==> src/ppcs_cfg.svh <==
/*
  Offsets, field positions and reset values for the port physical-layer
  control and status block.
  Assumes a 32-bit classic Wishbone bus where register index n sits at byte address 4*n.
*/
`ifndef PPCS_CFG_SVH
`define PPCS_CFG_SVH

// ----------------------------------------------------------------------------
// register indices (byte address = 4 * index)
// ----------------------------------------------------------------------------
`define PPCS_IDX_P1_CTL 6'h02
`define PPCS_IDX_P1_STS 6'h04
`define PPCS_IDX_P2_BASE 6'h10
`define PPCS_P2_REGS 6
`define PPCS_P2_STEP 6'h02
`define PPCS_IDX_P1_ALIAS 6'h20

// ----------------------------------------------------------------------------
// control register fields
// ----------------------------------------------------------------------------
`define PPCS_CTL_LED_OFF 15
`define PPCS_CTL_TX_DIS 14
`define PPCS_CTL_RESTART 13
`define PPCS_CTL_FEF_DIS 12
`define PPCS_CTL_PWR_DN 11
`define PPCS_CTL_MDIX_DIS 10
`define PPCS_CTL_FORCE_MDIX 9
`define PPCS_CTL_LOOPBACK 8
`define PPCS_CTL_AN_EN 7
`define PPCS_CTL_SPEED 6
`define PPCS_CTL_DUPLEX 5
`define PPCS_CTL_ADV_HI 4
`define PPCS_CTL_RST 16'h009f

// ----------------------------------------------------------------------------
// status register fields
// ----------------------------------------------------------------------------
`define PPCS_STS_XALG 15
`define PPCS_STS_FEF 8
`define PPCS_STS_POL 13
`define PPCS_STS_RXFC 12
`define PPCS_STS_TXFC 11
`define PPCS_STS_SPEED 10
`define PPCS_STS_DUPLEX 9
`define PPCS_STS_MDI 7
`define PPCS_STS_LINK 5
`define PPCS_XALG_RST 1'h1

// ----------------------------------------------------------------------------
// alias register fields
// ----------------------------------------------------------------------------
`define PPCS_AL_LED_OFF 0
`define PPCS_AL_TX_DIS 1
`define PPCS_AL_FEF_DIS 2
`define PPCS_AL_MDIX_DIS 3
`define PPCS_AL_FORCE_MDIX 4
`define PPCS_AL_XALG 5
`define PPCS_AL_DUPLEX 8
`define PPCS_AL_RESTART 9
`define PPCS_AL_PWR_DN 11
`define PPCS_AL_AN_EN 12
`define PPCS_AL_SPEED 13
`define PPCS_AL_LOOPBACK 14

`define PPCS_P2_RST 16'h0000
`define PPCS_LED_ALL_OFF 4'hf

`endif

==> src/ppcs_pkg.sv <==
/*
  Types shared by the port physical-layer control and status block.
  Assumes ppcs_cfg.svh is on the include path.
*/
package ppcs_pkg;

  // status reported by the physical-layer core
  typedef struct packed {
    logic link_good;
    logic an_done;
    logic an_failed;
    logic an_speed_100;
    logic an_full;
    logic polarity_rev;
    logic rx_fc_active;
    logic tx_fc_active;
    logic mdi_straight;
    logic far_fault;
    logic [4:0] partner;
  } ppcs_phy_sts_t;

  // controls driven into the physical-layer core
  typedef struct packed {
    logic tx_disable;
    logic restart_an;
    logic fef_disable;
    logic power_down;
    logic auto_mdix_en;
    logic force_mdix;
    logic far_loopback;
    logic an_enable;
    logic speed_100;
    logic full_duplex;
    logic xover_alg_select;
    logic [4:0] advertise;
  } ppcs_phy_ctl_t;

  // whole state of the top module
  typedef struct packed {
    logic ack;
    logic [31:0] rdata;
    logic [15:0] ctl;
    logic xalg;
    logic [15:0] sts;
    logic [5:0][15:0] p2;
    logic [3:0] indicator;
    ppcs_phy_ctl_t phy;
  } ppcs_state_t;

endpackage

==> src/ppcs_top.sv <==
/*
  Port 1 physical-layer control/status registers and the port 2 register bank,
  behind a classic Wishbone slave.
  Assumes a synchronous active-high reset, one 125 MHz clock, and status inputs
  from the physical-layer core that are synchronous to that clock.
*/
// Summary of operation
// - led off bit forces all indicators high
// - transmitter disable bit stops transmitter
// - writing restart bit restarts auto-negotiation
// - fault-disable bit stops fault detect and pattern
// - power-down bit powers the port down
// - bit disables automatic crossover detection
// - force crossed mode only when auto off
// - far-end loopback of port 2 through port 1
// - auto-negotiation enable, resets to one
// - forced speed when negotiation disabled
// - forced duplex when negotiation off or failed
// - advertised abilities, reset to one
// - writable crossover algorithm select, reset one
// - status shows receive polarity reversal
// - status shows receive and transmit flow control
// - status shows resolved speed and duplex
// - status shows far-end fault detected
// - status shows partner abilities
// - port 2 bank: six plain read/write words, reset to zero
`timescale 1ns/1ps
`include "ppcs_cfg.svh"

module ppcs_top (
  input wire logic clk_i,
  input wire logic rst_i,
  input wire logic [7:0] wb_adr_i,
  input wire logic [31:0] wb_dat_i,
  input wire logic [3:0] wb_sel_i,
  input wire logic wb_we_i,
  input wire logic wb_cyc_i,
  input wire logic wb_stb_i,
  output logic [31:0] wb_dat_o,
  output logic wb_ack_o,
  input wire logic [3:0] led_raw_i,
  input wire ppcs_pkg::ppcs_phy_sts_t phy_sts_i,
  output ppcs_pkg::ppcs_phy_ctl_t phy_ctl_o,
  output logic [3:0] port1_indicator_o
);
  import ppcs_pkg::*;

  // --------------------------------------------------------------------------
  // helpers
  // --------------------------------------------------------------------------

  // merge the two low byte lanes of a write into a 16-bit register
  function automatic logic [15:0] lane_merge(input logic [15:0] old, input logic [31:0] d,
                                             input logic [3:0] sel);
    logic [15:0] r;
    r = old;
    if (sel[0]) begin
      r[7:0] = d[7:0];
    end
    if (sel[1]) begin
      r[15:8] = d[15:8];
    end
    return r;
  endfunction

  // alias view of the control bits in the other bank's layout
  function automatic logic [15:0] alias_pack(input logic [15:0] c, input logic xa);
    logic [15:0] a;
    a = 16'h0000;
    a[`PPCS_AL_LED_OFF] = c[`PPCS_CTL_LED_OFF];
    a[`PPCS_AL_TX_DIS] = c[`PPCS_CTL_TX_DIS];
    a[`PPCS_AL_FEF_DIS] = c[`PPCS_CTL_FEF_DIS];
    a[`PPCS_AL_MDIX_DIS] = c[`PPCS_CTL_MDIX_DIS];
    a[`PPCS_AL_FORCE_MDIX] = c[`PPCS_CTL_FORCE_MDIX];
    a[`PPCS_AL_XALG] = xa;
    a[`PPCS_AL_DUPLEX] = c[`PPCS_CTL_DUPLEX];
    a[`PPCS_AL_RESTART] = c[`PPCS_CTL_RESTART];
    a[`PPCS_AL_PWR_DN] = c[`PPCS_CTL_PWR_DN];
    a[`PPCS_AL_AN_EN] = c[`PPCS_CTL_AN_EN];
    a[`PPCS_AL_SPEED] = c[`PPCS_CTL_SPEED];
    a[`PPCS_AL_LOOPBACK] = c[`PPCS_CTL_LOOPBACK];
    return a;
  endfunction

  // --------------------------------------------------------------------------
  // state and decode
  // --------------------------------------------------------------------------
  ppcs_state_t st;
  ppcs_state_t next_st;
  logic [5:0] idx;
  logic req;
  logic wr;
  logic [15:0] alias_wr;
  logic [15:0] rd16;
  logic res_speed;
  logic res_duplex;

  // the register index is the word address; bits 1:0 are ignored
  assign idx = wb_adr_i[7:2];
  assign req = wb_cyc_i & wb_stb_i;
  // writes land at the edge where the master samples ack
  assign wr = req & wb_we_i & st.ack;
  assign alias_wr = lane_merge(alias_pack(st.ctl, st.xalg), wb_dat_i, wb_sel_i);

  // --------------------------------------------------------------------------
  // speed and duplex resolution
  // --------------------------------------------------------------------------
  always_comb begin
    if (!st.ctl[`PPCS_CTL_AN_EN]) begin
      res_speed = st.ctl[`PPCS_CTL_SPEED];
      res_duplex = st.ctl[`PPCS_CTL_DUPLEX];
    end else if (phy_sts_i.an_failed) begin
      // speed still comes from parallel detection when negotiation fails
      res_speed = phy_sts_i.an_speed_100;
      res_duplex = st.ctl[`PPCS_CTL_DUPLEX];
    end else begin
      res_speed = phy_sts_i.an_speed_100;
      res_duplex = phy_sts_i.an_full;
    end
  end

  // --------------------------------------------------------------------------
  // read mux
  // --------------------------------------------------------------------------
  always_comb begin
    rd16 = 16'h0000; // unmapped words read as zero
    if (idx == `PPCS_IDX_P1_CTL) begin
      rd16 = st.ctl;
    end else if (idx == `PPCS_IDX_P1_STS) begin
      rd16 = st.sts;
    end else if (idx == `PPCS_IDX_P1_ALIAS) begin
      rd16 = alias_pack(st.ctl, st.xalg);
    end
    for (int k = 0; k < `PPCS_P2_REGS; k++) begin
      if (idx == 6'(`PPCS_IDX_P2_BASE + k * `PPCS_P2_STEP)) begin
        rd16 = st.p2[k];
      end
    end
  end

  // --------------------------------------------------------------------------
  // next-state logic
  // --------------------------------------------------------------------------
  always_comb begin
    next_st = st;
    // one-cycle ack, dropped in the cycle after it was given
    next_st.ack = req & ~st.ack;
    if (req & ~st.ack) begin
      next_st.rdata = {16'h0000, rd16};
    end

    // register writes
    if (wr) begin
      if (idx == `PPCS_IDX_P1_CTL) begin
        next_st.ctl = lane_merge(st.ctl, wb_dat_i, wb_sel_i);
      end else if (idx == `PPCS_IDX_P1_STS) begin
        if (wb_sel_i[1]) begin
          next_st.xalg = wb_dat_i[`PPCS_STS_XALG];
        end
      end else if (idx == `PPCS_IDX_P1_ALIAS) begin
        // the alias and the control word share storage, so both views agree
        next_st.ctl[`PPCS_CTL_LED_OFF] = alias_wr[`PPCS_AL_LED_OFF];
        next_st.ctl[`PPCS_CTL_TX_DIS] = alias_wr[`PPCS_AL_TX_DIS];
        next_st.ctl[`PPCS_CTL_FEF_DIS] = alias_wr[`PPCS_AL_FEF_DIS];
        next_st.ctl[`PPCS_CTL_MDIX_DIS] = alias_wr[`PPCS_AL_MDIX_DIS];
        next_st.ctl[`PPCS_CTL_FORCE_MDIX] = alias_wr[`PPCS_AL_FORCE_MDIX];
        next_st.xalg = alias_wr[`PPCS_AL_XALG];
        next_st.ctl[`PPCS_CTL_DUPLEX] = alias_wr[`PPCS_AL_DUPLEX];
        next_st.ctl[`PPCS_CTL_RESTART] = alias_wr[`PPCS_AL_RESTART];
        next_st.ctl[`PPCS_CTL_PWR_DN] = alias_wr[`PPCS_AL_PWR_DN];
        next_st.ctl[`PPCS_CTL_AN_EN] = alias_wr[`PPCS_AL_AN_EN];
        next_st.ctl[`PPCS_CTL_SPEED] = alias_wr[`PPCS_AL_SPEED];
        next_st.ctl[`PPCS_CTL_LOOPBACK] = alias_wr[`PPCS_AL_LOOPBACK];
      end
      for (int k = 0; k < `PPCS_P2_REGS; k++) begin
        if (idx == 6'(`PPCS_IDX_P2_BASE + k * `PPCS_P2_STEP)) begin
          next_st.p2[k] = lane_merge(st.p2[k], wb_dat_i, wb_sel_i);
        end
      end
    end

    // restart is a command: one pulse out, then the bit clears itself
    next_st.phy.restart_an = next_st.ctl[`PPCS_CTL_RESTART];
    next_st.ctl[`PPCS_CTL_RESTART] = 1'b0;

    // core controls follow the stored bits one cycle later
    next_st.phy.tx_disable = st.ctl[`PPCS_CTL_TX_DIS];
    next_st.phy.fef_disable = st.ctl[`PPCS_CTL_FEF_DIS];
    next_st.phy.power_down = st.ctl[`PPCS_CTL_PWR_DN];
    next_st.phy.auto_mdix_en = ~st.ctl[`PPCS_CTL_MDIX_DIS];
    next_st.phy.force_mdix = st.ctl[`PPCS_CTL_MDIX_DIS] & st.ctl[`PPCS_CTL_FORCE_MDIX];
    next_st.phy.far_loopback = st.ctl[`PPCS_CTL_LOOPBACK];
    next_st.phy.an_enable = st.ctl[`PPCS_CTL_AN_EN];
    next_st.phy.speed_100 = res_speed;
    next_st.phy.full_duplex = res_duplex;
    next_st.phy.xover_alg_select = st.xalg;
    next_st.phy.advertise = st.ctl[`PPCS_CTL_ADV_HI:0];

    // indicators: high means off on these pins
    next_st.indicator = st.ctl[`PPCS_CTL_LED_OFF] ? `PPCS_LED_ALL_OFF : led_raw_i;

    // status snapshot; a disabled fault detector reports no fault
    next_st.sts = {st.xalg, 1'b0,
                   phy_sts_i.polarity_rev,
                   phy_sts_i.rx_fc_active, phy_sts_i.tx_fc_active,
                   res_speed, res_duplex,
                   phy_sts_i.far_fault & ~st.ctl[`PPCS_CTL_FEF_DIS],
                   phy_sts_i.mdi_straight, 1'b0, phy_sts_i.link_good,
                   phy_sts_i.partner};
  end

  // --------------------------------------------------------------------------
  // state register
  // --------------------------------------------------------------------------
  always_ff @(posedge clk_i) begin
    if (rst_i) begin
      st <= '0;
      st.ctl <= `PPCS_CTL_RST;
      st.xalg <= `PPCS_XALG_RST;
      st.sts[`PPCS_STS_XALG] <= `PPCS_XALG_RST;
      st.indicator <= led_raw_i & 4'h0;
      st.phy.auto_mdix_en <= 1'b1;
      st.phy.an_enable <= 1'b1;
      st.phy.xover_alg_select <= `PPCS_XALG_RST;
      st.phy.advertise <= 5'(`PPCS_CTL_RST); // advertise field is the low five bits
      for (int k = 0; k < `PPCS_P2_REGS; k++) begin
        st.p2[k] <= `PPCS_P2_RST;
      end
    end else begin
      st <= next_st;
    end
  end

  // outputs straight from the state flops
  assign wb_ack_o = st.ack;
  assign wb_dat_o = st.rdata;
  assign phy_ctl_o = st.phy;
  assign port1_indicator_o = st.indicator;

  // --------------------------------------------------------------------------
  // assertions
  // --------------------------------------------------------------------------
  bus_ack_pulse_a: assert property (@(posedge clk_i) disable iff (rst_i)
    (req && !st.ack) |=> st.ack ##1 !st.ack)
    else $error("ack not a single cycle pulse");

  led_off_high_a: assert property (@(posedge clk_i) disable iff (rst_i)
    st.ctl[`PPCS_CTL_LED_OFF] |=> (port1_indicator_o == `PPCS_LED_ALL_OFF))
    else $error("indicators not off");

  led_normal_a: assert property (@(posedge clk_i) disable iff (rst_i)
    !st.ctl[`PPCS_CTL_LED_OFF] |=> (port1_indicator_o == $past(led_raw_i)))
    else $error("indicators not following core");

  tx_disable_a: assert property (@(posedge clk_i) disable iff (rst_i)
    1'b1 |=> (phy_ctl_o.tx_disable == $past(st.ctl[`PPCS_CTL_TX_DIS])))
    else $error("transmitter disable mismatch");

  restart_pulse_a: assert property (@(posedge clk_i) disable iff (rst_i)
    (wr && idx == `PPCS_IDX_P1_CTL && wb_sel_i[1] && wb_dat_i[`PPCS_CTL_RESTART])
    |=> phy_ctl_o.restart_an ##1 (!phy_ctl_o.restart_an && !st.ctl[`PPCS_CTL_RESTART]))
    else $error("restart pulse wrong");

  fef_mask_a: assert property (@(posedge clk_i) disable iff (rst_i)
    st.ctl[`PPCS_CTL_FEF_DIS] |=> (!st.sts[`PPCS_STS_FEF] && phy_ctl_o.fef_disable))
    else $error("fault reported while disabled");

  force_mdix_a: assert property (@(posedge clk_i) disable iff (rst_i)
    phy_ctl_o.force_mdix |-> !phy_ctl_o.auto_mdix_en)
    else $error("crossed mode forced with auto on");

  forced_speed_a: assert property (@(posedge clk_i) disable iff (rst_i)
    !st.ctl[`PPCS_CTL_AN_EN] |=> (phy_ctl_o.speed_100 == $past(st.ctl[`PPCS_CTL_SPEED])))
    else $error("forced speed not applied");

  forced_duplex_a: assert property (@(posedge clk_i) disable iff (rst_i)
    (!st.ctl[`PPCS_CTL_AN_EN] || phy_sts_i.an_failed)
    |=> (phy_ctl_o.full_duplex == $past(st.ctl[`PPCS_CTL_DUPLEX])))
    else $error("forced duplex not applied");

  reset_value_a: assert property (@(posedge clk_i)
    rst_i |=> (st.ctl == `PPCS_CTL_RST && st.xalg == `PPCS_XALG_RST))
    else $error("control reset value wrong");

  status_partner_a: assert property (@(posedge clk_i) disable iff (rst_i)
    1'b1 |=> (st.sts[4:0] == $past(phy_sts_i.partner)))
    else $error("partner abilities not reflected");

  p2_write_a: assert property (@(posedge clk_i) disable iff (rst_i)
    (wr && idx == `PPCS_IDX_P2_BASE && wb_sel_i[1:0] == 2'h3)
    |=> (st.p2[0] == $past(wb_dat_i[15:0])))
    else $error("port 2 register not written");

  alias_write_a: assert property (@(posedge clk_i) disable iff (rst_i)
    (wr && idx == `PPCS_IDX_P1_ALIAS && wb_sel_i[0])
    |=> (st.ctl[`PPCS_CTL_LED_OFF] == $past(wb_dat_i[`PPCS_AL_LED_OFF])))
    else $error("alias write not seen in control");

  // attempts starting on the releasing edge still see reset state, so they are skipped
  power_down_a: assert property (@(posedge clk_i) disable iff (rst_i)
    !rst_i |=> (phy_ctl_o.power_down == $past(st.ctl[`PPCS_CTL_PWR_DN])))
    else $error("power-down control mismatch");

  auto_mdix_a: assert property (@(posedge clk_i) disable iff (rst_i)
    !rst_i |=> (phy_ctl_o.auto_mdix_en == !$past(st.ctl[`PPCS_CTL_MDIX_DIS])))
    else $error("auto crossover enable mismatch");

  force_follow_a: assert property (@(posedge clk_i) disable iff (rst_i)
    !rst_i |=> (phy_ctl_o.force_mdix == $past(st.ctl[`PPCS_CTL_MDIX_DIS] & st.ctl[`PPCS_CTL_FORCE_MDIX])))
    else $error("forced crossed mode mismatch");

  loopback_out_a: assert property (@(posedge clk_i) disable iff (rst_i)
    !rst_i |=> (phy_ctl_o.far_loopback == $past(st.ctl[`PPCS_CTL_LOOPBACK])))
    else $error("far-end loopback mismatch");

  an_enable_out_a: assert property (@(posedge clk_i) disable iff (rst_i)
    !rst_i |=> (phy_ctl_o.an_enable == $past(st.ctl[`PPCS_CTL_AN_EN])))
    else $error("negotiation enable mismatch");

  advertise_out_a: assert property (@(posedge clk_i) disable iff (rst_i)
    !rst_i |=> (phy_ctl_o.advertise == $past(st.ctl[`PPCS_CTL_ADV_HI:0])))
    else $error("advertised abilities mismatch");

  xalg_out_a: assert property (@(posedge clk_i) disable iff (rst_i)
    !rst_i |=> (phy_ctl_o.xover_alg_select == $past(st.xalg)))
    else $error("crossover algorithm select mismatch");

  polarity_status_a: assert property (@(posedge clk_i) disable iff (rst_i)
    !rst_i |=> (st.sts[`PPCS_STS_POL] == $past(phy_sts_i.polarity_rev)))
    else $error("polarity status mismatch");

  flow_status_a: assert property (@(posedge clk_i) disable iff (rst_i)
    !rst_i |=> (st.sts[`PPCS_STS_RXFC] == $past(phy_sts_i.rx_fc_active)
      && st.sts[`PPCS_STS_TXFC] == $past(phy_sts_i.tx_fc_active)))
    else $error("flow control status mismatch");

  speed_status_a: assert property (@(posedge clk_i) disable iff (rst_i)
    (!rst_i && !st.ctl[`PPCS_CTL_AN_EN]) |=> (st.sts[`PPCS_STS_SPEED] == $past(st.ctl[`PPCS_CTL_SPEED])
      && st.sts[`PPCS_STS_DUPLEX] == $past(st.ctl[`PPCS_CTL_DUPLEX])))
    else $error("forced speed or duplex status mismatch");

  negotiated_status_a: assert property (@(posedge clk_i) disable iff (rst_i)
    (!rst_i && st.ctl[`PPCS_CTL_AN_EN] && !phy_sts_i.an_failed)
    |=> (st.sts[`PPCS_STS_SPEED] == $past(phy_sts_i.an_speed_100)
      && st.sts[`PPCS_STS_DUPLEX] == $past(phy_sts_i.an_full)))
    else $error("negotiated speed or duplex status mismatch");

  fault_status_a: assert property (@(posedge clk_i) disable iff (rst_i)
    (!rst_i && !st.ctl[`PPCS_CTL_FEF_DIS]) |=> (st.sts[`PPCS_STS_FEF] == $past(phy_sts_i.far_fault)))
    else $error("far-end fault status mismatch");

  link_status_a: assert property (@(posedge clk_i) disable iff (rst_i)
    !rst_i |=> (st.sts[`PPCS_STS_LINK] == $past(phy_sts_i.link_good)
      && st.sts[`PPCS_STS_MDI] == $past(phy_sts_i.mdi_straight)))
    else $error("link or pair mapping status mismatch");

  read_upper_zero_a: assert property (@(posedge clk_i) disable iff (rst_i)
    wb_ack_o |-> (wb_dat_o[31:16] == 16'h0000))
    else $error("upper read half not zero");

  ack_needs_req_a: assert property (@(posedge clk_i) disable iff (rst_i)
    wb_ack_o |-> $past(req))
    else $error("ack without a request");

  p2_read_a: assert property (@(posedge clk_i) disable iff (rst_i)
    (req && !st.ack && !wb_we_i && idx == `PPCS_IDX_P2_BASE) |=> (wb_dat_o[15:0] == $past(st.p2[0])))
    else $error("port 2 register read wrong");

  status_write_a: assert property (@(posedge clk_i) disable iff (rst_i)
    (wr && idx == `PPCS_IDX_P1_STS && wb_sel_i[1]) |=> (st.xalg == $past(wb_dat_i[`PPCS_STS_XALG])))
    else $error("crossover select not written");

  alias_read_a: assert property (@(posedge clk_i) disable iff (rst_i)
    (req && !st.ack && !wb_we_i && idx == `PPCS_IDX_P1_ALIAS)
    |=> (wb_dat_o[`PPCS_AL_AN_EN] == $past(st.ctl[`PPCS_CTL_AN_EN])))
    else $error("alias read disagrees with control");

endmodule // ppcs_top

==> config.mk <==
export PLATFORM = sky130hd
export DESIGN_NAME = ppcs_top
export DESIGN_NICKNAME = d
export VERILOG_FILES = /design/src/ppcs_pkg.sv /design/src/ppcs_top.sv
export VERILOG_INCLUDE_DIRS = /design/src /design/src/src
export SDC_FILE = /design/constraint.sdc
export NUM_CORES = 1
export LEC_CHECK = 0
export BUFFER_PORTS_ARGS = -buffer_cell sky130_fd_sc_hd__clkbuf_2
export CAP_MARGIN = 20
export CORE_MARGIN = 2
export CORE_UTILIZATION = 51
export DETAILED_ROUTE_END_ITERATION = 12
export PLACE_DENSITY_LB_ADDON = 0.2
export SLEW_MARGIN = 10
export SYNTH_ARGS = -nofsm -noshare
export SYNTH_HDL_FRONTEND = slang
export SYNTH_SLANG_ARGS = --single-unit
==> constraint.sdc <==
create_clock -name clk_i -period 1.8 [get_ports clk_i]
set_input_delay 0.18 -clock clk_i [delete_from_list [all_inputs] [get_ports clk_i]]
set_output_delay 0.18 -clock clk_i [all_outputs]
set_load 0.01 [all_outputs]
* After elaboration in Yosys (flattened, before gate mapping) *
Index checks and enable logic that the tools add are counted.

word-level totals
  logic and storage cells = 107
  memory bits (writable) = 0
  latch bits = 0
  register bits = 166
  memory bits (read-only) = 0
  memories = 0

cells by class
  magnitude comparators = 0
  shift operators = 0
  bitwise gates (word level) = 10
  muxes and demuxes = 26
  divide/modulo/power cells = 0
  add/sub/neg operators = 0
  equal/unequal tests = 14
  $mul = 0
  reductions and logical operators = 22

operators by type and width
  operator                                        count
  2-to-1 mux 16 bit                               8
  AND reduction 3 bit                             13
  == test 6 x 5 -> 1 bit (second input constant)  6
  2-to-1 mux 11 bit                               3
  2-to-1 mux 15 bit                               2
  AND reduction 5 bit                             4
  2-to-1 mux 8 bit                                2
  nonzero test 2 bit                              5
  != test 2 bit (second input constant)           4
  2-to-1 mux 1 bit                                7
  2-to-1 mux 7 bit                                1
  AND 1 bit                                       6
  == test 6 x 2 -> 1 bit (second input constant)  1
  == test 6 x 3 -> 1 bit (second input constant)  1
  == test 6 bit (second input constant)           1
  2-to-1 mux 6 bit                                1
  2-to-1 mux 5 bit                                1
  2-to-1 mux 4 bit                                1
  NOT 1 bit                                       4
  != test 3 bit (second input constant)           1

* Longest topological paths before layout *
Gate-level depths: netlist of run 1.

  depth after elaboration = 10
  mapped depth = 8
  mapped depth without buffers = 5

* Worst setup path after synthesis of run 1 *
Ideal clock, no wire load.

  kind = register to register
  from = register st (netlist bit wb_ack_o)
  to = register st[105] (netlist bit)
  slack = 0.162 ns
  clock period less this slack = 1.638 ns
  arrival time = 1.568 ns
  required time = 1.730 ns
  setup time = 0.070 ns
  stages on the path, launching flop included = 8
  cells stage by stage = dfxtp_1 and4_1 and2_1 clkbuf_1 buf_2 buf_2 nand3_1 a21oi_1

on the way
  cells in the longest elaborated chain, start to end = 2

RTL lines
  item                                  line             RTL
  from (decl)                           ppcs_top.sv:88   ppcs_state_t st;
  from (signal assigned)                ppcs_top.sv:230  st <= next_st;
  AND 1 bit                             ppcs_top.sv:102  assign wr = req & wb_we_i & st.ack;
  AND reduction 3 bit (no source line)  n/a

Every way passes these cells.
A chain may end at the register's enable or synchronous reset.

* Worst setup path after layout of run 1 *
  from = register st (netlist bit wb_ack_o)
  to = register st (netlist bit next_st[3])

Same word-level chain as after synthesis.

==> run summary, run 1 <==
Status -> completed
Critical hold path startpoint -> phy_sts_i[12]
WP buf/inv -> 1
Initial antenna violation count -> 0
Synth Area per Inst -> 8.10 um^2
Vias in the first global route -> 6321
Crit path time final -> 1.74 ns
CP Launch Type -> flop
Async S/R FF share, synth -> 0%
Max incr delay on CP -> 0.40 ns
Worst clock skew -> 0.0185 ns
Total CTS buffers -> 17
Clock slew at reported path FFs -> 0.06 ns
Synth Flop Type -> dfxtp_1
Synth cell types -> 54
Die Span Y -> 122 um
CTS Sinks -> 160
Via Count -> 6872
Peak supply drop -> 0.000674 V
CTS tree -> built
Reg2reg setup slack -> 0.06 ns
Class of the worst hold path -> in -> reg
Total gr overflow -> 0
PD cells -> 898 nW/um^2
Port Buffers -> 83
Avg WL per Cell -> 18.8 um
Hold depth -> 4
Final setup fails -> 0
Total GRT Usage -> 29.3%
Placer congestion estimate -> 0.926
Synth Cell Area -> 7150 um^2
CP max FO -> 44
Seq/Total Area, Yosys -> 44.8%
Area growth syn-to-layout -> 19.5%
Worst Path Required -> 2.12 ns
CTS HTree Levels -> 4
Synthesis Warnings -> 0
Worst R2R Start -> wb_ack_o
Drt total wl -> 21800 um
Setup TNS -> 0 ns
Clk buf depth -> 2
Worst Setup Path Type -> reg -> reg
Die W -> 122 um
Clk_lat worst skew -> 0.44 ns
Layout cell share with drive strength beyond 1 -> 21.6%
Nets -> 1033
WHS -> 0.0862 ns
Reg2reg end -> next_st[3]
Initial core utilization -> 51.9%
Hold Crit Endpoint -> st[125]
Drt drc -> 0
Dpl cells -> 1109
Cell class contributing the biggest share of worst-path delay -> simple AND/OR/NAND/NOR gates
Final HPWL DP -> 15500 um
Final period util -> 96.8%
Power Total -> 7680 uW
Rows -> 43
Ant. Diodes -> 0
Final Hold Fails -> 0
Cell Chain, Critical Path -> and4_2, and2_1, buf_12, nand2_1, a211o_1
Crit-path slowest cell -> dfxtp_1
DRT Pass-1 Iters -> 5
Final-report max-slew violation count -> 0
Die ar. -> 15000 um^2
Largest net degree at the start of global routing -> 67
Leakage -> 0.00322 uW
Gate Count Post-Synth -> 883
Post-Layout Cell Count -> 1158
#FFs+latches synth -> 160
I/O pin cnt -> 121
Critical path arrival -> 2.06 ns
Postcts setup bufs -> 0
Post-synth EDFFs -> 0
Crit. End Element -> flop
Max Clock Freq -> 574 MHz
Max-cap viol count -> 0
Vias per std cell -> 5.93
Core area -> 13800 um^2
Root Driver -> clkbuf_16
FF-to-FF path depth -> 5
First-pass GRT wire length -> 33600 um
Routed Antenna Nets -> 0
DRT iter0 DRCs -> 694
[how the worst max path moves through the flow]
stage	startpoint	endpoint	slack (ns)	cells after the start
after CTS	wb_ack_o	st[77]	0.06	6
after global placement	wb_adr_i[7]	wb_dat_o[14]	-0.06	7
after detailed placement	wb_adr_i[7]	wb_dat_o[14]	-0.04	7
after global routing	wb_ack_o	next_st[0]	-0.02	5
after floorplan	wb_ack_o	st[105]	0.16	7
final	wb_ack_o	next_st[3]	0.06	5
[metrics by stage]
stage | utilization [%] | setup WS, ns | instance area, um^2
final | 62.0 | 0.0572 | 8540
after global routing | 62.0 | -0.0247 | 8540
after CTS | 61.8 | 0.0625 | 8510
after detailed placement | 56.3 | -0.0424 | 7750
after global placement | 56.3 | -0.0570 | 7750
after floorplan | - | 0.162 | 7210
[cell usage after synthesis, types with 12 or more instances]
library cell,instances,area (um^2)
buf_4,55,413
a22oi_1,32,240
and3_1,12,75.1
nor2_1,48,180
nand2_1,168,631
dfxtp_1,160,3200
clkbuf_1,30,113
nor2b_1,18,113
o22ai_1,12,75.1
nand3_1,73,365
a21oi_1,100,500
buf_2,25,125
nor3_1,19,95.1
[timing repair]
item | in CTS | in global routing
resized for setup | 1 | 12
hold endpoints to repair | 17 | 0
setup endpoints to repair | 2 | 83
hold buffers | 17 | 0
[metal layers]
metal  part of all wire (%)  global-route usage [%]  up-vias
li1                       -                       -     3222
met1                     41                    36.2     3256
met2                     48                    49.0      336
met3                    7.1                    6.60       58
met4                    3.4                    12.9        0
met5                      0                       0        -
[cell type report]
cell class / count / area (um^2)
fill: 1236 / 5230
multi-input combinational: 619 / 3350
sequential: 160 / 3200
timing repair buffer: 166 / 1170
clock buffer: 20 / 457
tap: 180 / 225
clock inverter: 12 / 133
inverter: 1 / 3.75
[layout by cell type (no fill, tap or decap), types with 17 or more instances in the layout]
| cell | synthesis | routed |
|---|---|---|
| nand3_1 | 73 | 73 |
| nor2_1 | 48 | 47 |
| dlygate4sd3_1 | 0 | 17 |
| a22oi_1 | 32 | 32 |
| clkbuf_2 | 2 | 82 |
| clkbuf_16 | 0 | 17 |
| nand2_1 | 168 | 157 |
| nor3_1 | 19 | 19 |
| buf_4 | 55 | 60 |
| a21oi_1 | 100 | 100 |
| dfxtp_1 | 160 | 160 |
| nor2b_1 | 18 | 18 |
[worst reg2reg max path, cell delays in order (launching register included)]
cell	delay [ns]
dfxtp_1	0.40
and4_2	0.32
and2_1	0.19
buf_12	0.22
nand2_1	0.17
a211o_1	0.32
[registers in the layout, indices dropped and copies added, names as in the netlist]
register,cells
st,115
wb_ack_o,1
next_st,11
port1_indicator_o,4
wb_dat_o,16
phy_ctl_o,13
[cells by family (layout without fill, tap and decap cells)]
| group | Yosys count | after routing | synth area share (%) |
|---|---|---|---|
| flops | 160 | 160 | 44.8 |
| other cells | 1 | 16 | 0.0525 |
| buf+inv | 119 | 199 | 9.71 |
| compound gates | 216 | 216 | 19.5 |
| simple gates | 383 | 383 | 25.3 |
| mux | 4 | 4 | 0.578 |
[power by group]
group          internal (uW)  total, uW  leakage (uW)  switching, uW
registers               3580       3600       0.00130           21.0
logic                    188        496       0.00165            309
clock network           2120       3580      0.000283           1460
total                   5880       7680       0.00322           1790
(Power assumes the default switching activity.)
==> run 2, diff against run 1 <==
- BUFFER_PORTS_ARGS: -buffer_cell sky130_fd_sc_hd__clkbuf_2 -> -buffer_cell sky130_fd_sc_hd__buf_2
- CORE_MARGIN: 2 -> default
==> run summary, run 2 (same netlist as run 1, synthesis figures left out) <==
DP Area -> 7890 um^2
Max-cap viol count -> 0
Hold depth -> 2
Die Span Y -> 120 um
Final instance area -> 8620 um^2
Total GRT Usage -> 31.3%
PD cells -> 872 nW/um^2
Die W -> 120 um
Initial core utilization -> 53.1%
Clk_lat worst skew -> 0.43 ns
Critical hold path startpoint -> phy_sts_i[5]
Largest net degree at the start of global routing -> 80
Core Util, Final -> 64.1%
Commonest non-fill, non-tap cells in the layout -> nand2_1, dfxtp_1, a21oi_1
Root Driver -> clkbuf_16
Worst clock skew -> 0.0102 ns
Final setup fails -> 0
Power Total -> 7520 uW
Total gr overflow -> 0
Drt drc -> 0
Critical path arrival -> 2.10 ns
GR Layer Usage met1 -> 39.2%
Vias per std cell -> 5.94
Crit path time final -> 1.78 ns
Clk buf depth -> 2
FF-to-FF path depth -> 5
Final HPWL DP -> 15700 um
CTS tree -> built
Fillers -> 1172
Area growth syn-to-layout -> 20.6%
Drt total wl -> 22100 um
Clock slew at reported path FFs -> 0.06 ns
Actual slew at the worst max-slew pin -> 0.772 ns
GRT met2 Usage -> 51.1%
Layout cell share with drive strength beyond 1 -> 22.0%
Final Hold Fails -> 0
CP Launch Type -> flop
Most flop-heavy register -> st
Core area -> 13500 um^2
Pre-CTS WS -> -0.169 ns
CP max FO -> 1
I/O pin cnt -> 121
Vias in the first global route -> 6581
Worst R2R Start -> st[116]
Ant. Diodes -> 0
Worst Setup Path Type -> reg -> reg
Max FFs per register -> 115
Most common cell after layout, fill and taps aside -> nand2_1
Max Clock Freq -> 562 MHz
Setup TNS -> 0 ns
Total CTS buffers -> 17
Reg2reg setup slack -> 0.02 ns
Worst Path Required -> 2.12 ns
DRT Pass-1 Iters -> 5
Via Count -> 6951
Hold Crit Endpoint -> st[124]
Class of the worst hold path -> in -> reg
Die ar. -> 14500 um^2
Reg2reg end -> wb_dat_o[0]
Port Buffers -> 83
GRT busiest layer -> met2
Nets -> 1051
Crit. End Element -> flop
Final-report max-slew violation count -> 0
Placer congestion estimate -> 0.897
First-pass GRT wire length -> 34600 um
DRT iter0 DRCs -> 734
Grt met3 use -> 5.66%
RSZ-0062 raised after global routing -> yes
CTS HTree Levels -> 4
Status -> completed
Postcts setup bufs -> 0
Final period util -> 98.9%
CTS Sinks -> 160
Max-slew headroom -> 47.2%
Leakage -> 0.00331 uW
Post-layout worst setup margin -> 0.0202 ns
Rows -> 42
Routed Antenna Nets -> 0
Initial antenna violation count -> 0
Peak supply drop -> 0.000671 V
Avg WL per Cell -> 18.8 um
run 2: cell types whose count changed in the layout (fill, tap and decap cells not counted), moves of 3 or more:
cell        delta
buf_2         +82
clkbuf_2      -82
buf_4         +19
nand2_1        +8
nand2_2        -8
clkbuf_8       +3
clkinvlp_4     -3
run 2: metal layers:
layer,vias up,routed length (um)
li1,3248,-
met1,3327,9080
met2,311,10600
met3,65,1480
met4,0,918
met5,-,0
run 2: final cells by class:
cell class                 instances  area (um^2)  share of cell area, %
clock buffer                      25          505                   5.86
multi-input combinational        619         3330                   38.6
tap                              176          220                   2.55
sequential                       160         3200                   37.1
inverter                           1         3.75                 0.0435
clock inverter                     6         55.1                  0.638
timing repair buffer             184         1300                   15.1
run 2: worst max-delay path: stages (launching register included):
cell	delay (ns)
dfxtp_1	0.33
and3_1	0.16
a2111oi_0	0.68
buf_4	0.22
o21ai_1	0.08
a22o_1	0.20
run 2: report_power, final:
part | leakage (uW) | internal [uW] | total (uW) | switching, uW
combinational | 0.00173 | 202 | 515 | 313
clock | 0.000283 | 2060 | 3410 | 1340
sequential | 0.00130 | 3580 | 3600 | 18.1
total | 0.00331 | 5850 | 7520 | 1680
run 2: repair_timing:
item                                    CTS  global route
endpoints found under the hold margin    16             0
hold buffers                             16             0
resized for setup                         1             5
endpoints found under the setup margin   42            73
gates cloned                              0             0
run 2: how the worst max path moves through the flow:
stage,start,end,slack [ns],cells past startpoint
after floorplan,wb_ack_o,st[105],0.16,7
after global placement,wb_adr_i[4],wb_dat_o[0],-0.21,8
after detailed placement,wb_adr_i[2],wb_dat_o[0],-0.17,8
after CTS,wb_ack_o,st[86],0.02,6
after global routing,wb_ack_o,st[23],-0.03,6
final,st[116],wb_dat_o[0],0.02,5
run 2: per-stage QoR:
step                hold slack, ns  std cells
finish                      0.0235       1171
global route                0.0138       1171
CTS                         0.0151       1171
detailed placement           0.395       1124
global placement             0.387       1124
floorplan                    0.296        898
